[config.mk]
export PLATFORM = sky130hd
export DESIGN_NAME = asp_serial_port
export DESIGN_NICKNAME = d
export VERILOG_FILES = /design/src/asp_pkg.sv /design/src/asp_link_if.sv /design/src/asp_link_sync.sv /design/src/asp_sequencer.sv /design/src/asp_serial_port.sv
export VERILOG_INCLUDE_DIRS = /design/src /design/src/src
export SDC_FILE = /design/constraint.sdc
export NUM_CORES = 1
export LEC_CHECK = 0
export BUFFER_PORTS_ARGS = -buffer_cell sky130_fd_sc_hd__buf_4
export CAP_MARGIN = 0
export CELL_PAD_IN_SITES_DETAIL_PLACEMENT = 1
export CELL_PAD_IN_SITES_GLOBAL_PLACEMENT = 1
export CORE_UTILIZATION = 32
export DETAILED_ROUTE_END_ITERATION = 8
export GPL_ROUTABILITY_DRIVEN = 0
export PLACE_DENSITY = 0.54
export SETUP_SLACK_MARGIN = 0.02
export SLEW_MARGIN = 0
export SYNTH_ARGS = -nofsm -noshare
export SYNTH_HDL_FRONTEND = slang
export SYNTH_SLANG_ARGS = --single-unit
[constraint.sdc]
create_clock -name clk -period 5.8 [get_ports clk]
set_clock_uncertainty 0.1 [all_clocks]
set_input_delay 0.58 -clock clk [delete_from_list [all_inputs] [get_ports clk]]
set_output_delay 0.58 -clock clk [all_outputs]
set_load 0.01 [all_outputs]
[src/asp_params.svh]
// Constants of the serial register port: offsets, resets, timing
`ifndef ASP_PARAMS_SVH
`define ASP_PARAMS_SVH
// Register indices
`define ASP_A_STATUS 6'h00
`define ASP_A_CTRL 6'h01
`define ASP_A_IO 6'h03
`define ASP_A_ID 6'h05
`define ASP_A_ERREN 6'h07
`define ASP_A_CH0 6'h09
`define ASP_A_CFG0 6'h19
`define ASP_NCH 16
`define ASP_NCFG 8
// Command byte fields
`define ASP_CMD_WEN 7
`define ASP_CMD_RD 6
// Channel register fields
`define ASP_CH_EN 15
// Control register mode field and its continuous code
`define ASP_MODE_LSB 2
`define ASP_MODE_CONT 4'h0
// Reset values
`define ASP_RST_CH0 16'h8001
`define ASP_RST_CH 16'h0001
`define ASP_RST_CFG 16'h0800
`define ASP_RST_CTRL 16'h0000
`define ASP_RST_IO 24'h00_0000
`define ASP_RST_ERREN 24'h00_0040
// Data phase lengths in bits
`define ASP_LEN8 6'h08
`define ASP_LEN16 6'h10
`define ASP_LEN24 6'h18
`define ASP_CMD_LAST 5'h07
// Ones in a row that reset the whole device
`define ASP_ONES_RESET 7'h40
// Clock cycles per conversion slot of the sequencer
`define ASP_CONV_CYCLES 1024
// Arbitrary identity value, names no real part
`define ASP_PART_ID 8'h30
`endif

[src/asp_pkg.sv]
// Types shared by the serial register port modules
package asp_pkg;
    typedef enum logic [1:0] {
        ASP_ST_CMD,
        ASP_ST_WR,
        ASP_ST_RD
    } asp_state_t;
    typedef logic [5:0] asp_addr_t;
endpackage

[src/asp_link_if.sv]
// Sampled serial link events passed from the front end to the core
`timescale 1ns/1ps
interface asp_link_if;
    logic rise;
    logic fall;
    logic bit_in;
    logic cs_act;
    logic soft_rst;
    modport src (output rise, fall, bit_in, cs_act, soft_rst);
    modport dst (input rise, fall, bit_in, cs_act, soft_rst);
endinterface

[src/asp_link_sync.sv]
// Pin synchronisers, serial clock edge finder and ones counter
`timescale 1ns/1ps
`include "asp_params.svh"
module asp_link_sync (
    input wire logic clk,
    input wire logic rst_n,
    input wire logic sclk,
    input wire logic cs_n,
    input wire logic din,
    asp_link_if.src lk
);

    logic [2:0] sclk_ff;
    logic [1:0] din_ff;
    logic [1:0] cs_n_ff;
    logic [6:0] ones_ff;
    logic soft_ff;

    // Two stages per pin; third sclk stage only feeds edge detect
    always_ff @(posedge clk or negedge rst_n) begin
        if (!rst_n) begin
            sclk_ff <= 3'h7;
            din_ff <= 2'h0;
            cs_n_ff <= 2'h3;
        end else begin
            sclk_ff <= {sclk_ff[1:0], sclk};
            din_ff <= {din_ff[0], din};
            cs_n_ff <= {cs_n_ff[0], cs_n};
        end
    end

    // Mode 3: sample on rising, drive on falling
    assign lk.rise = sclk_ff[1] & ~sclk_ff[2];
    assign lk.fall = ~sclk_ff[1] & sclk_ff[2];
    assign lk.bit_in = din_ff[1];
    assign lk.cs_act = ~cs_n_ff[1];
    assign lk.soft_rst = soft_ff;

    // Ones in a row; a zero or a raised select starts over
    always_ff @(posedge clk or negedge rst_n) begin
        if (!rst_n) begin
            ones_ff <= 7'h00;
            soft_ff <= 1'b0;
        end else begin
            soft_ff <= 1'b0;
            if (!lk.cs_act) begin
                ones_ff <= 7'h00;
            end else if (lk.rise) begin
                if (!lk.bit_in) begin
                    ones_ff <= 7'h00;
                end else if (ones_ff == `ASP_ONES_RESET - 7'h01) begin
                    ones_ff <= 7'h00;
                    soft_ff <= 1'b1;
                end else begin
                    ones_ff <= ones_ff + 7'h01;
                end
            end
        end
    end
endmodule

[src/asp_sequencer.sv]
// Channel sequencer: steps through enabled channels in rising order
`timescale 1ns/1ps
module asp_sequencer #(
    parameter int NCH = 16
) (
    input wire logic clk,
    input wire logic rst_n,
    input wire logic srst,
    input wire logic step,
    input wire logic [NCH-1:0] mask,
    output logic [3:0] chan_ff
);

    // First enabled channel after cur, wrapping; cur if none
    function automatic logic [3:0] next_chan(
        input logic [NCH-1:0] m, input logic [3:0] cur);
        logic [3:0] idx;
        logic found;
        next_chan = cur;
        found = 1'b0;
        for (int i = 1; i <= NCH; i++) begin
            idx = 4'(int'(cur) + i);
            if (!found && m[idx]) begin
                next_chan = idx;
                found = 1'b1;
            end
        end
    endfunction

    // Reset lands on channel zero, the only one enabled
    always_ff @(posedge clk or negedge rst_n) begin
        if (!rst_n) begin
            chan_ff <= 4'h0;
        end else if (srst) begin
            chan_ff <= 4'h0;
        end else if (step) begin
            chan_ff <= next_chan(mask, chan_ff);
        end
    end
endmodule

[src/asp_serial_port.sv]
// Serial register port of the converter: command, registers, sequencer
//
// Notes on behaviour
// - Mode 3: drive falling edge, sample rising
// - Works with select tied low, counting bits
// - Command byte is write only
// - After reset, first expect a command byte
// - Command low six bits address the register
// - Command chooses read or write phase
// - After data phase, expect a command again
// - 64 ones in a row reset everything
// - Raising select aborts, keeps register contents
// - Write phase is 8, 16 or 24 bits
// - Read phase length set by the register
// - Identity register at 0x05, read only
// - Reset: only channel 0, inputs 0/1, setup 0
// - Reset setup: no buffers, gain 1, external ref
// - Reset control: low power, continuous, internal clock
// - Reset diagnostics: only ignored-write flag enabled
// - Sixteen channels, eight setups, free pairing
// - Channel holds enable, setup and input pair
// - Sequencer visits channels 0 to 15, wraps
// - Sequencer skips disabled channels
// - Four general outputs driven from a register
`timescale 1ns/1ps
`include "asp_params.svh"
module asp_serial_port
    import asp_pkg::*;
#(
    parameter int CONV_CYCLES = `ASP_CONV_CYCLES,
    parameter logic [7:0] PART_ID = `ASP_PART_ID
) (
    input wire logic clk,
    input wire logic rst_n,
    input wire logic sclk,
    input wire logic cs_n,
    input wire logic din,
    output logic dout,
    output logic dout_oe,
    output logic [3:0] gpio,
    output logic [3:0] active_chan
);

    asp_link_if lk ();
    asp_state_t st_ff;
    logic [4:0] cnt_ff;
    logic [7:0] cmd_ff;
    asp_addr_t addr_ff;
    logic [5:0] len_ff;
    logic [23:0] wr_sh_ff;
    logic [31:0] rd_sh_ff;
    logic dout_ff;
    logic dout_oe_ff;
    logic [15:0] ch_ff [`ASP_NCH];
    logic [15:0] cfg_ff [`ASP_NCFG];
    logic [15:0] ctrl_ff;
    logic [23:0] io_ff;
    logic [23:0] erren_ff;
    logic [31:0] tick_ff;
    logic [7:0] nxt_cmd;
    logic [23:0] nxt_wr;
    logic [23:0] rd_word;
    logic [5:0] cmd_len;
    logic cmd_done;
    logic last_bit;
    logic [`ASP_NCH-1:0] en_mask;
    logic seq_step;

    asp_link_sync u_link (
        .clk(clk),
        .rst_n(rst_n),
        .sclk(sclk),
        .cs_n(cs_n),
        .din(din),
        .lk(lk)
    );

    // True when the address falls in the block of n registers from base, else false
    function automatic logic in_blk(input asp_addr_t a,
        input asp_addr_t base, input int n);
        in_blk = (a >= base) && (int'(a) < int'(base) + n);
    endfunction

    // Data phase length for an address; unmapped answers 8 bits
    function automatic logic [5:0] reg_len(input asp_addr_t a);
        if (a == `ASP_A_IO || a == `ASP_A_ERREN) begin
            reg_len = `ASP_LEN24;
        end else if (a == `ASP_A_CTRL || in_blk(a, `ASP_A_CH0, `ASP_NCH)
            || in_blk(a, `ASP_A_CFG0, `ASP_NCFG)) begin
            reg_len = `ASP_LEN16;
        end else begin
            reg_len = `ASP_LEN8;
        end
    endfunction

    // Incoming bits, MSB first
    assign nxt_cmd = {cmd_ff[6:0], lk.bit_in};
    assign nxt_wr = {wr_sh_ff[22:0], lk.bit_in};
    assign cmd_done = lk.rise && st_ff == ASP_ST_CMD
        && cnt_ff == `ASP_CMD_LAST;
    assign last_bit = lk.rise && st_ff != ASP_ST_CMD
        && {1'b0, cnt_ff} == len_ff - 6'h01;
    assign cmd_len = reg_len(nxt_cmd[5:0]);

    // Read value of the register being addressed; command not readable
    always_comb begin
        rd_word = 24'h00_0000;
        if (in_blk(nxt_cmd[5:0], `ASP_A_CH0, `ASP_NCH)) begin
            rd_word = {8'h00, ch_ff[4'(nxt_cmd[5:0] - `ASP_A_CH0)]};
        end else if (in_blk(nxt_cmd[5:0], `ASP_A_CFG0, `ASP_NCFG)) begin
            rd_word = {8'h00, cfg_ff[3'(nxt_cmd[5:0] - `ASP_A_CFG0)]};
        end else begin
            unique case (nxt_cmd[5:0])
                `ASP_A_STATUS: rd_word = {20'h0_0000, active_chan};
                `ASP_A_CTRL: rd_word = {8'h00, ctrl_ff};
                `ASP_A_IO: rd_word = io_ff;
                `ASP_A_ID: rd_word = {16'h0000, PART_ID};
                `ASP_A_ERREN: rd_word = erren_ff;
                default: rd_word = 24'h00_0000;
            endcase
        end
    end

    // Frame state; select tied low still frames by bit count
    always_ff @(posedge clk or negedge rst_n) begin
        if (!rst_n) begin
            st_ff <= ASP_ST_CMD;
            cnt_ff <= 5'h00;
        end else if (lk.soft_rst || !lk.cs_act) begin
            st_ff <= ASP_ST_CMD;
            cnt_ff <= 5'h00;
        end else if (cmd_done) begin
            cnt_ff <= 5'h00;
            if (nxt_cmd[`ASP_CMD_WEN]) begin
                st_ff <= ASP_ST_CMD;
            end else if (nxt_cmd[`ASP_CMD_RD]) begin
                st_ff <= ASP_ST_RD;
            end else begin
                st_ff <= ASP_ST_WR;
            end
        end else if (last_bit) begin
            st_ff <= ASP_ST_CMD;
            cnt_ff <= 5'h00;
        end else if (lk.rise) begin
            cnt_ff <= cnt_ff + 5'h01;
        end
    end

    // Command shift register, address and phase length
    always_ff @(posedge clk or negedge rst_n) begin
        if (!rst_n) begin
            cmd_ff <= 8'h00;
            addr_ff <= 6'h00;
            len_ff <= `ASP_LEN8;
        end else if (lk.rise && st_ff == ASP_ST_CMD) begin
            cmd_ff <= nxt_cmd;
            if (cmd_done) begin
                addr_ff <= nxt_cmd[5:0];
                len_ff <= cmd_len;
            end
        end
    end

    // Write shifter; read shifter loads left aligned at command end
    always_ff @(posedge clk or negedge rst_n) begin
        if (!rst_n) begin
            wr_sh_ff <= 24'h00_0000;
            rd_sh_ff <= 32'h0000_0000;
        end else if (cmd_done) begin
            wr_sh_ff <= 24'h00_0000;
            rd_sh_ff <= {rd_word, 8'h00} << 5'(`ASP_LEN24 - cmd_len);
        end else begin
            if (lk.rise && st_ff == ASP_ST_WR) begin
                wr_sh_ff <= nxt_wr;
            end
            if (lk.fall && st_ff == ASP_ST_RD) begin
                rd_sh_ff <= {rd_sh_ff[30:0], 1'b0};
            end
        end
    end

    // Output bit changes only on a falling edge
    always_ff @(posedge clk or negedge rst_n) begin
        if (!rst_n) begin
            dout_ff <= 1'b0;
            dout_oe_ff <= 1'b0;
        end else begin
            dout_oe_ff <= lk.cs_act;
            if (lk.fall) begin
                dout_ff <= (st_ff == ASP_ST_RD) ? rd_sh_ff[31] : 1'b0;
            end
        end
    end

    // Register file; both resets restore defaults
    always_ff @(posedge clk or negedge rst_n) begin
        if (!rst_n) begin
            for (int i = 0; i < `ASP_NCH; i++) begin
                ch_ff[i] <= (i == 0) ? `ASP_RST_CH0 : `ASP_RST_CH;
            end
            for (int i = 0; i < `ASP_NCFG; i++) begin
                cfg_ff[i] <= `ASP_RST_CFG;
            end
            ctrl_ff <= `ASP_RST_CTRL;
            io_ff <= `ASP_RST_IO;
            erren_ff <= `ASP_RST_ERREN;
        end else if (lk.soft_rst) begin
            for (int i = 0; i < `ASP_NCH; i++) begin
                ch_ff[i] <= (i == 0) ? `ASP_RST_CH0 : `ASP_RST_CH;
            end
            for (int i = 0; i < `ASP_NCFG; i++) begin
                cfg_ff[i] <= `ASP_RST_CFG;
            end
            ctrl_ff <= `ASP_RST_CTRL;
            io_ff <= `ASP_RST_IO;
            erren_ff <= `ASP_RST_ERREN;
        end else if (last_bit && st_ff == ASP_ST_WR && lk.cs_act) begin
            // Commit only a full phase; aborted writes leave no trace
            if (in_blk(addr_ff, `ASP_A_CH0, `ASP_NCH)) begin
                ch_ff[4'(addr_ff - `ASP_A_CH0)] <= nxt_wr[15:0];
            end else if (in_blk(addr_ff, `ASP_A_CFG0, `ASP_NCFG)) begin
                cfg_ff[3'(addr_ff - `ASP_A_CFG0)] <= nxt_wr[15:0];
            end else if (addr_ff == `ASP_A_CTRL) begin
                ctrl_ff <= nxt_wr[15:0];
            end else if (addr_ff == `ASP_A_IO) begin
                io_ff <= nxt_wr;
            end else if (addr_ff == `ASP_A_ERREN) begin
                erren_ff <= nxt_wr;
            end
        end
    end

    // Conversion slot timer; steps sequencer in continuous mode only
    always_ff @(posedge clk or negedge rst_n) begin
        if (!rst_n) begin
            tick_ff <= 32'h0000_0000;
        end else if (lk.soft_rst || tick_ff == 32'(CONV_CYCLES - 1)) begin
            tick_ff <= 32'h0000_0000;
        end else begin
            tick_ff <= tick_ff + 32'h0000_0001;
        end
    end

    always_comb begin
        for (int i = 0; i < `ASP_NCH; i++) begin
            en_mask[i] = ch_ff[i][`ASP_CH_EN];
        end
    end
    assign seq_step = tick_ff == 32'(CONV_CYCLES - 1)
        && ctrl_ff[`ASP_MODE_LSB +: 4] == `ASP_MODE_CONT;

    asp_sequencer #(
        .NCH(`ASP_NCH)
    ) u_seq (
        .clk(clk),
        .rst_n(rst_n),
        .srst(lk.soft_rst),
        .step(seq_step),
        .mask(en_mask),
        .chan_ff(active_chan)
    );

    assign dout = dout_ff;
    assign dout_oe = dout_oe_ff;
    assign gpio = io_ff[3:0];
endmodule

* After elaboration in Yosys (flattened, before gate mapping)
Index checks and enable logic that the tools add are counted.
Word-level totals: register bits after elaboration 582, input bits 5, output and inout bits 10
Operators by class: add/sub/neg operators 25, $lt $le $gt $ge 30, eq/ne operators 17, shift-type cells 1, muxes and demuxes 160, bitwise logic cells 9, reduce and logical (&&, ||, !) cells 74
Operator list (number):
- $mux 256 | 3
- $mux 128 | 4
- $mux 24 | 15
- $bwmux 256 | 1
- $mux 16 | 11
- $bwmux 128 | 1
- $pmux 24 s5 | 1
- $mux 32 | 3
- $lt 4x5->1 const B | 16
- $mux 4 | 18
- $mux 1 | 66
- $bmux 1 s4 | 16
- $bmux 16 s4 | 1
- $demux 16 s4 | 1
- $bmux 16 s3 | 1
- $demux 16 s3 | 1
- $mux 23 | 2
- $add 32x1->32 const B | 1
- $add 4x4->4 const B | 8
- $eq 32x10->1 const B | 1
- $shl 32x5->32 | 1
- $logic_and 1x1->1 | 30
- $mux 5 | 6
- $mux 7 | 4
- other kinds (45) | 104

* Depth between registers and ports, before layout
word-level depth 81, depth in mapped cells 18, mapped depth without buffers 11

* Hierarchy
From an unflattened synthesis, not the netlist that was laid out.
Second synthesis, totals: cell total of the unflattened synthesis 2825, area, all modules 30299.1 sq um
By module, submodules not included:
- asp_serial_port | times used 1, cells an instance 2487, area an instance 27262.4 sq um, seq. area each 13822.0 sq um
- asp_sequencer | times used 1, cells an instance 280, area an instance 2392.3 sq um, seq. area each 100.1 sq um
- asp_link_sync | times used 1, cells an instance 58, area an instance 644.4 sq um, seq. area each 381.6 sq um

* Least setup slack after synthesis
OpenSTA, ideal clock, no wires.
path kind register -> register, start register u_link.din_ff[1], end register rd_sh_ff[19], library setup time 0.141 ns, arrival 4.801 ns, path slack 0.758 ns, cell stages (with the launch flop) 19, path buffers 9, period minus slack after synthesis 5.042 ns, path through dfrtp_1 > clkbuf_1 > buf_2 > buf_1 > clkbuf_1 > clkinv_1 > clkbuf_1 > ha_1 > clkbuf_1 > clkbuf_1 > clkbuf_1 > clkbuf_1 > mux4_2 > mux2i_1 > o211ai_1 > o21ai_0 > nor2_1 > nor3_1 > a31oi_1
Between the ends: longest elaborated chain between the ends 9, elaborated cells on any way between the ends 32
Ends and longest elaborated chain:
- start: declaration | line asp_link_sync.sv:14 | logic [1:0] din_ff;
- start signal: assignment | line asp_link_sync.sv:27 | din_ff <= {din_ff[0], din};
- $ge 6x4->1, or another cell as far along | line asp_serial_port.sv:81 | in_blk = (a >= base) && (int'(a) < int'(base) + n);
- $logic_and 1x1->1 or $not 3->4 (tied branches) | line asp_serial_port.sv:81, asp_serial_port.sv:111
- $logic_or 1x1->1 or $bmux 16 s3 (tied branches) | line asp_serial_port.sv:88, asp_serial_port.sv:111
- $logic_or 1x1->1 or $mux 16 (tied branches) | line asp_serial_port.sv:88, asp_serial_port.sv:111
- $mux 5 or $mux 16 (tied branches) | line asp_serial_port.sv:88, asp_serial_port.sv:111
- $mux 5 or $mux 24 (tied branches) | line asp_serial_port.sv:86, asp_serial_port.sv:110
- $sub 5x5->5 (no source line) or $mux 24 (tied branches)
- $shl 32x5->32 (*) | line asp_serial_port.sv:171 | rd_sh_ff <= {rd_word, 8'h00} << 5'(`ASP_LEN24 - cmd_len);
- $mux 32 (*) | line asp_serial_port.sv:169 | end else if (cmd_done) begin
- end signal: assignment | line asp_serial_port.sv:171
- end signal: assignment | line asp_serial_port.sv:177 | rd_sh_ff <= {rd_sh_ff[30:0], 1'b0};
- end: declaration | line asp_serial_port.sv:51 | logic [31:0] rd_sh_ff;
Every way passes the cells marked *; elsewhere a longest branch is shown, timed or not. The select of a mux whose other input is x is not followed. A chain may end at the register's enable or synchronous reset.

* Worst setup path in the final report
start register u_seq.chan_ff[1], end register u_seq.chan_ff[0]
Between the ends: longest elaborated chain between the ends 81, elaborated cells on any way between the ends 142
Ends and longest elaborated chain:
- start: declaration | line asp_sequencer.sv:11 | output logic [3:0] chan_ff
- start signal: assignment | line asp_sequencer.sv:37 | chan_ff <= next_chan(mask, chan_ff);
- branches (longest 81 deep; another with $add 4x1->4)
Parallel ways; which one is timed is not known. The select of a mux whose other input is x is not followed.

==> results.ini <==
[drt]
first_iter_violations = 1692
drt-total-wl_mm = 104
antenna_left = 0
viasPerCell = 5.56
vias = 23700
wl_per_cell_um = 24.4
drt_pass1_iterations = 7
drc_errors = 0

[grt]
grt_util_all_layers_pct = 22.3
antenna_found_initial = 0
grt_pass1_vias = 25000
grt_max_degree = 139
overflow = 0
grt_pass1_wl_mm = 159

[finish]
multiInputGateArea_mm2 = 0.0142
nets = 3050
final.fill_count = 10300
area_delta_synth_final_pct = 11.2
diodes = 0
regArea_mm2 = 0.0143
instances_no_fill = 4256
drive_gt1_share_pct = 13.5

[yosys]
ys_seq_elements = 570
synth_edf_count = 0
syn_nets = 3158
syn-instance-count = 3132
syn-cell-area_mm2 = 0.0296
ys_seq_area_share_pct = 48.4
yosysWarnings = 0
syn_avg_cell_area_um2 = 9.44
synthArstFlopShare_pct = 100
synthFlopType = dfrtp_1
netlist-cell-type-count = 93

[clock_network]
numCtsBuffers = 69
cts-root-buf = clkbuf_16
cts_buffer_depth = 3
cts.sinks = 570
cts_resized = 0
post_cts_buffers = 0
h-tree-depth = 3
insertion_delay_ns = 0.62
tritoncts = yes
clkTransAtPathRegs_ns = 0.05

[critical_path]
required_ns = 6.25
path_cells = inv_1 > ha_1 > mux2_2 > mux2_1 > mux4_2 > nor3b_2 > nand4b_2 > nor3_1 > nor4bb_1 > o31ai_2 > a32o_1
reg2reg_depth = 11
timing.rr.end = u_seq.chan_ff[0]
start_kind = flop
cp_max_fo = 20
timing.rr.start = u_seq.chan_ff[1]
path_class = reg2reg
worstSetupEndpointType = flop
cp_slowest_cell = ha_1
cp.arrival_ns = 5.12
critPathMaxStageDelay_ns = 0.83
rrSetupSlack_ns = 1.13

[min_path]
min_to = u_link.din_ff[1]
worstHoldPathType = reg2reg
hp-start = u_link.din_ff[0]
whs_path_depth = 0

[timing]
post-route-period-util_pct = 80.4
setup_viol = 0
worst_pin_slew_ns = 1.22
fin_ws_ns = 1.13
holdWs_ns = 0.257
drv_slew = 0
finalHoldViolCount = 0
setup_tns_ns = 0
max_slew_margin_pct = 17.8
grt_setup_unrepaired = no
fmax_mhz = 214
period_minus_slack_ns = 4.67

[power_and_ir_drop]
power_density_mw_per_mm2 = 274
p_leak_nw = 13.8
vdd_drop_max_mv = 0.191

[place]
numPortBuffers = 14
dp_hpwl_mm = 64.5
dp.cells = 4135
pre_cts_slack_ns = 1.24

[floorplan]
die_y_um = 306
start_util_pct = 32.3
num_rows = 111
ios = 15
die_area_mm2 = 0.0936
die_x_um = 306
coreArea_mm2 = 0.0915

[run]
drv_cap = 0

[status]
status = complete, no violations

[worst max-delay path by stage]
stage                       end              from  cells after the start  slack (ns)
2_1_floorplan      rd_sh_ff[19]  u_link.din_ff[1]                     18        0.76
3_3_place_gp   u_seq.chan_ff[1]  u_seq.chan_ff[1]                     11        1.31
3_5_place_dp   u_seq.chan_ff[0]  u_seq.chan_ff[1]                     11        1.24
4_1_cts        u_seq.chan_ff[0]  u_seq.chan_ff[1]                     11        1.19
5_1_grt        u_seq.chan_ff[1]  u_seq.chan_ff[1]                     11        0.90
6_report       u_seq.chan_ff[0]  u_seq.chan_ff[1]                     11        1.13
[per-layer routing]
metal	up-vias	wire [um]	global-route usage, %
met5	-	0	0
met4	0	3530	8.55
met3	151	3590	2.32
met2	471	49700	36.6
met1	12500	47000	30.3
li1	10500	-	-
[Yosys cell counts (17+ instances only)]
master    instances  area share [%]
dfrtp_1         538              46
o21ai_0          97             1.6
nor2_1          161             2.0
mux2i_1          91             3.1
nand3_1          36            0.61
a21oi_1         433             7.3
nand2b_1         39            0.83
dfstp_2          32             2.8
inv_1            21            0.27
xnor2_1          19            0.56
mux2_2           25            0.95
clkbuf_1        225             2.9
nor3_1           33            0.56
ha_1             21            0.89
o211ai_1         18            0.46
mux4_2          125             9.5
nand2_1         934              12
xor2_1           23            0.68
a211o_1          17            0.50
[final cells by class]
class	count	area share (%)
inverters	23	0.263
well taps	1186	4.51
flip-flops and latches	570	43.6
multi-input cells	2280	43.1
clock inverters	14	0.377
clock buffers	103	6.10
repair buffers	80	2.07
[repair_timing]
action | in CTS | in global routing
endpoints found under the setup margin | 0 | 0
hold buffers | 4 | 0
endpoints found under the hold margin | 7 | 0
[per-stage QoR]
stage	power (mW)	util, %	cell area [um^2]
3_5_place_dp	4.88	33.5	30700
6_report	9.02	35.9	32900
3_3_place_gp	4.88	33.5	30700
2_1_floorplan	4.56	-	29600
4_1_cts	9.13	35.9	32900
5_1_grt	9.33	35.9	32900
[sequential cells by signal, summed over array words and instances (netlist names), 7 cells and up]
name,flops
erren_ff,24
wr_sh_ff,23
io_ff,24
rd_sh_ff,24
ctrl_ff,16
ch_ff,256
cfg_ff,128
cmd_ff,7
tick_ff,32
u_link.ones_ff,7
[cell families after synthesis]
logic type	after synthesis	synth area share [%]
AOI/OAI and AO/OA	662	12.6
xor gates and xnor gates	45	1.45
adders and majority gates	21	0.889
buffers and inverters	282	4.01
DFF	570	48.4
muxes	250	14.3
and+or+nand+nor	1302	18.3
[critical path: cells and delay by family (launching register included)]
family                   cells  cell delay (ns)
AO/OA/AOI/OAI                2             0.43
flip-flops                   1             0.34
AND/OR/NAND/NOR              4             1.41
adder cells (fa/ha/maj)      1             0.83
multiplexers                 3             1.32
buffers and inverters        1             0.14
[cell usage in the layout (no fill, tap or decap), drive strengths merged, types with 21 or more instances in the layout]
cell type,count
mux4,132
nor3,34
a21oi,433
mux2,27
buf,76
nand2,934
clkbuf,103
xnor2,21
nand2b,39
nor2,161
dfstp,32
xor2,24
inv,25
mux2i,91
dfrtp,538
nand3,36
o21ai,98
ha,21
[report_power, final]
part	internal (mW)	leakage [nW]	switching [mW]
Clock	2.43	1.05	1.77
Sequential	4.00	7.81	0.0416
Combinational	0.239	4.90	0.533
Total	6.67	13.8	2.35
No activity file was read; power rests on OpenSTA's default activity.
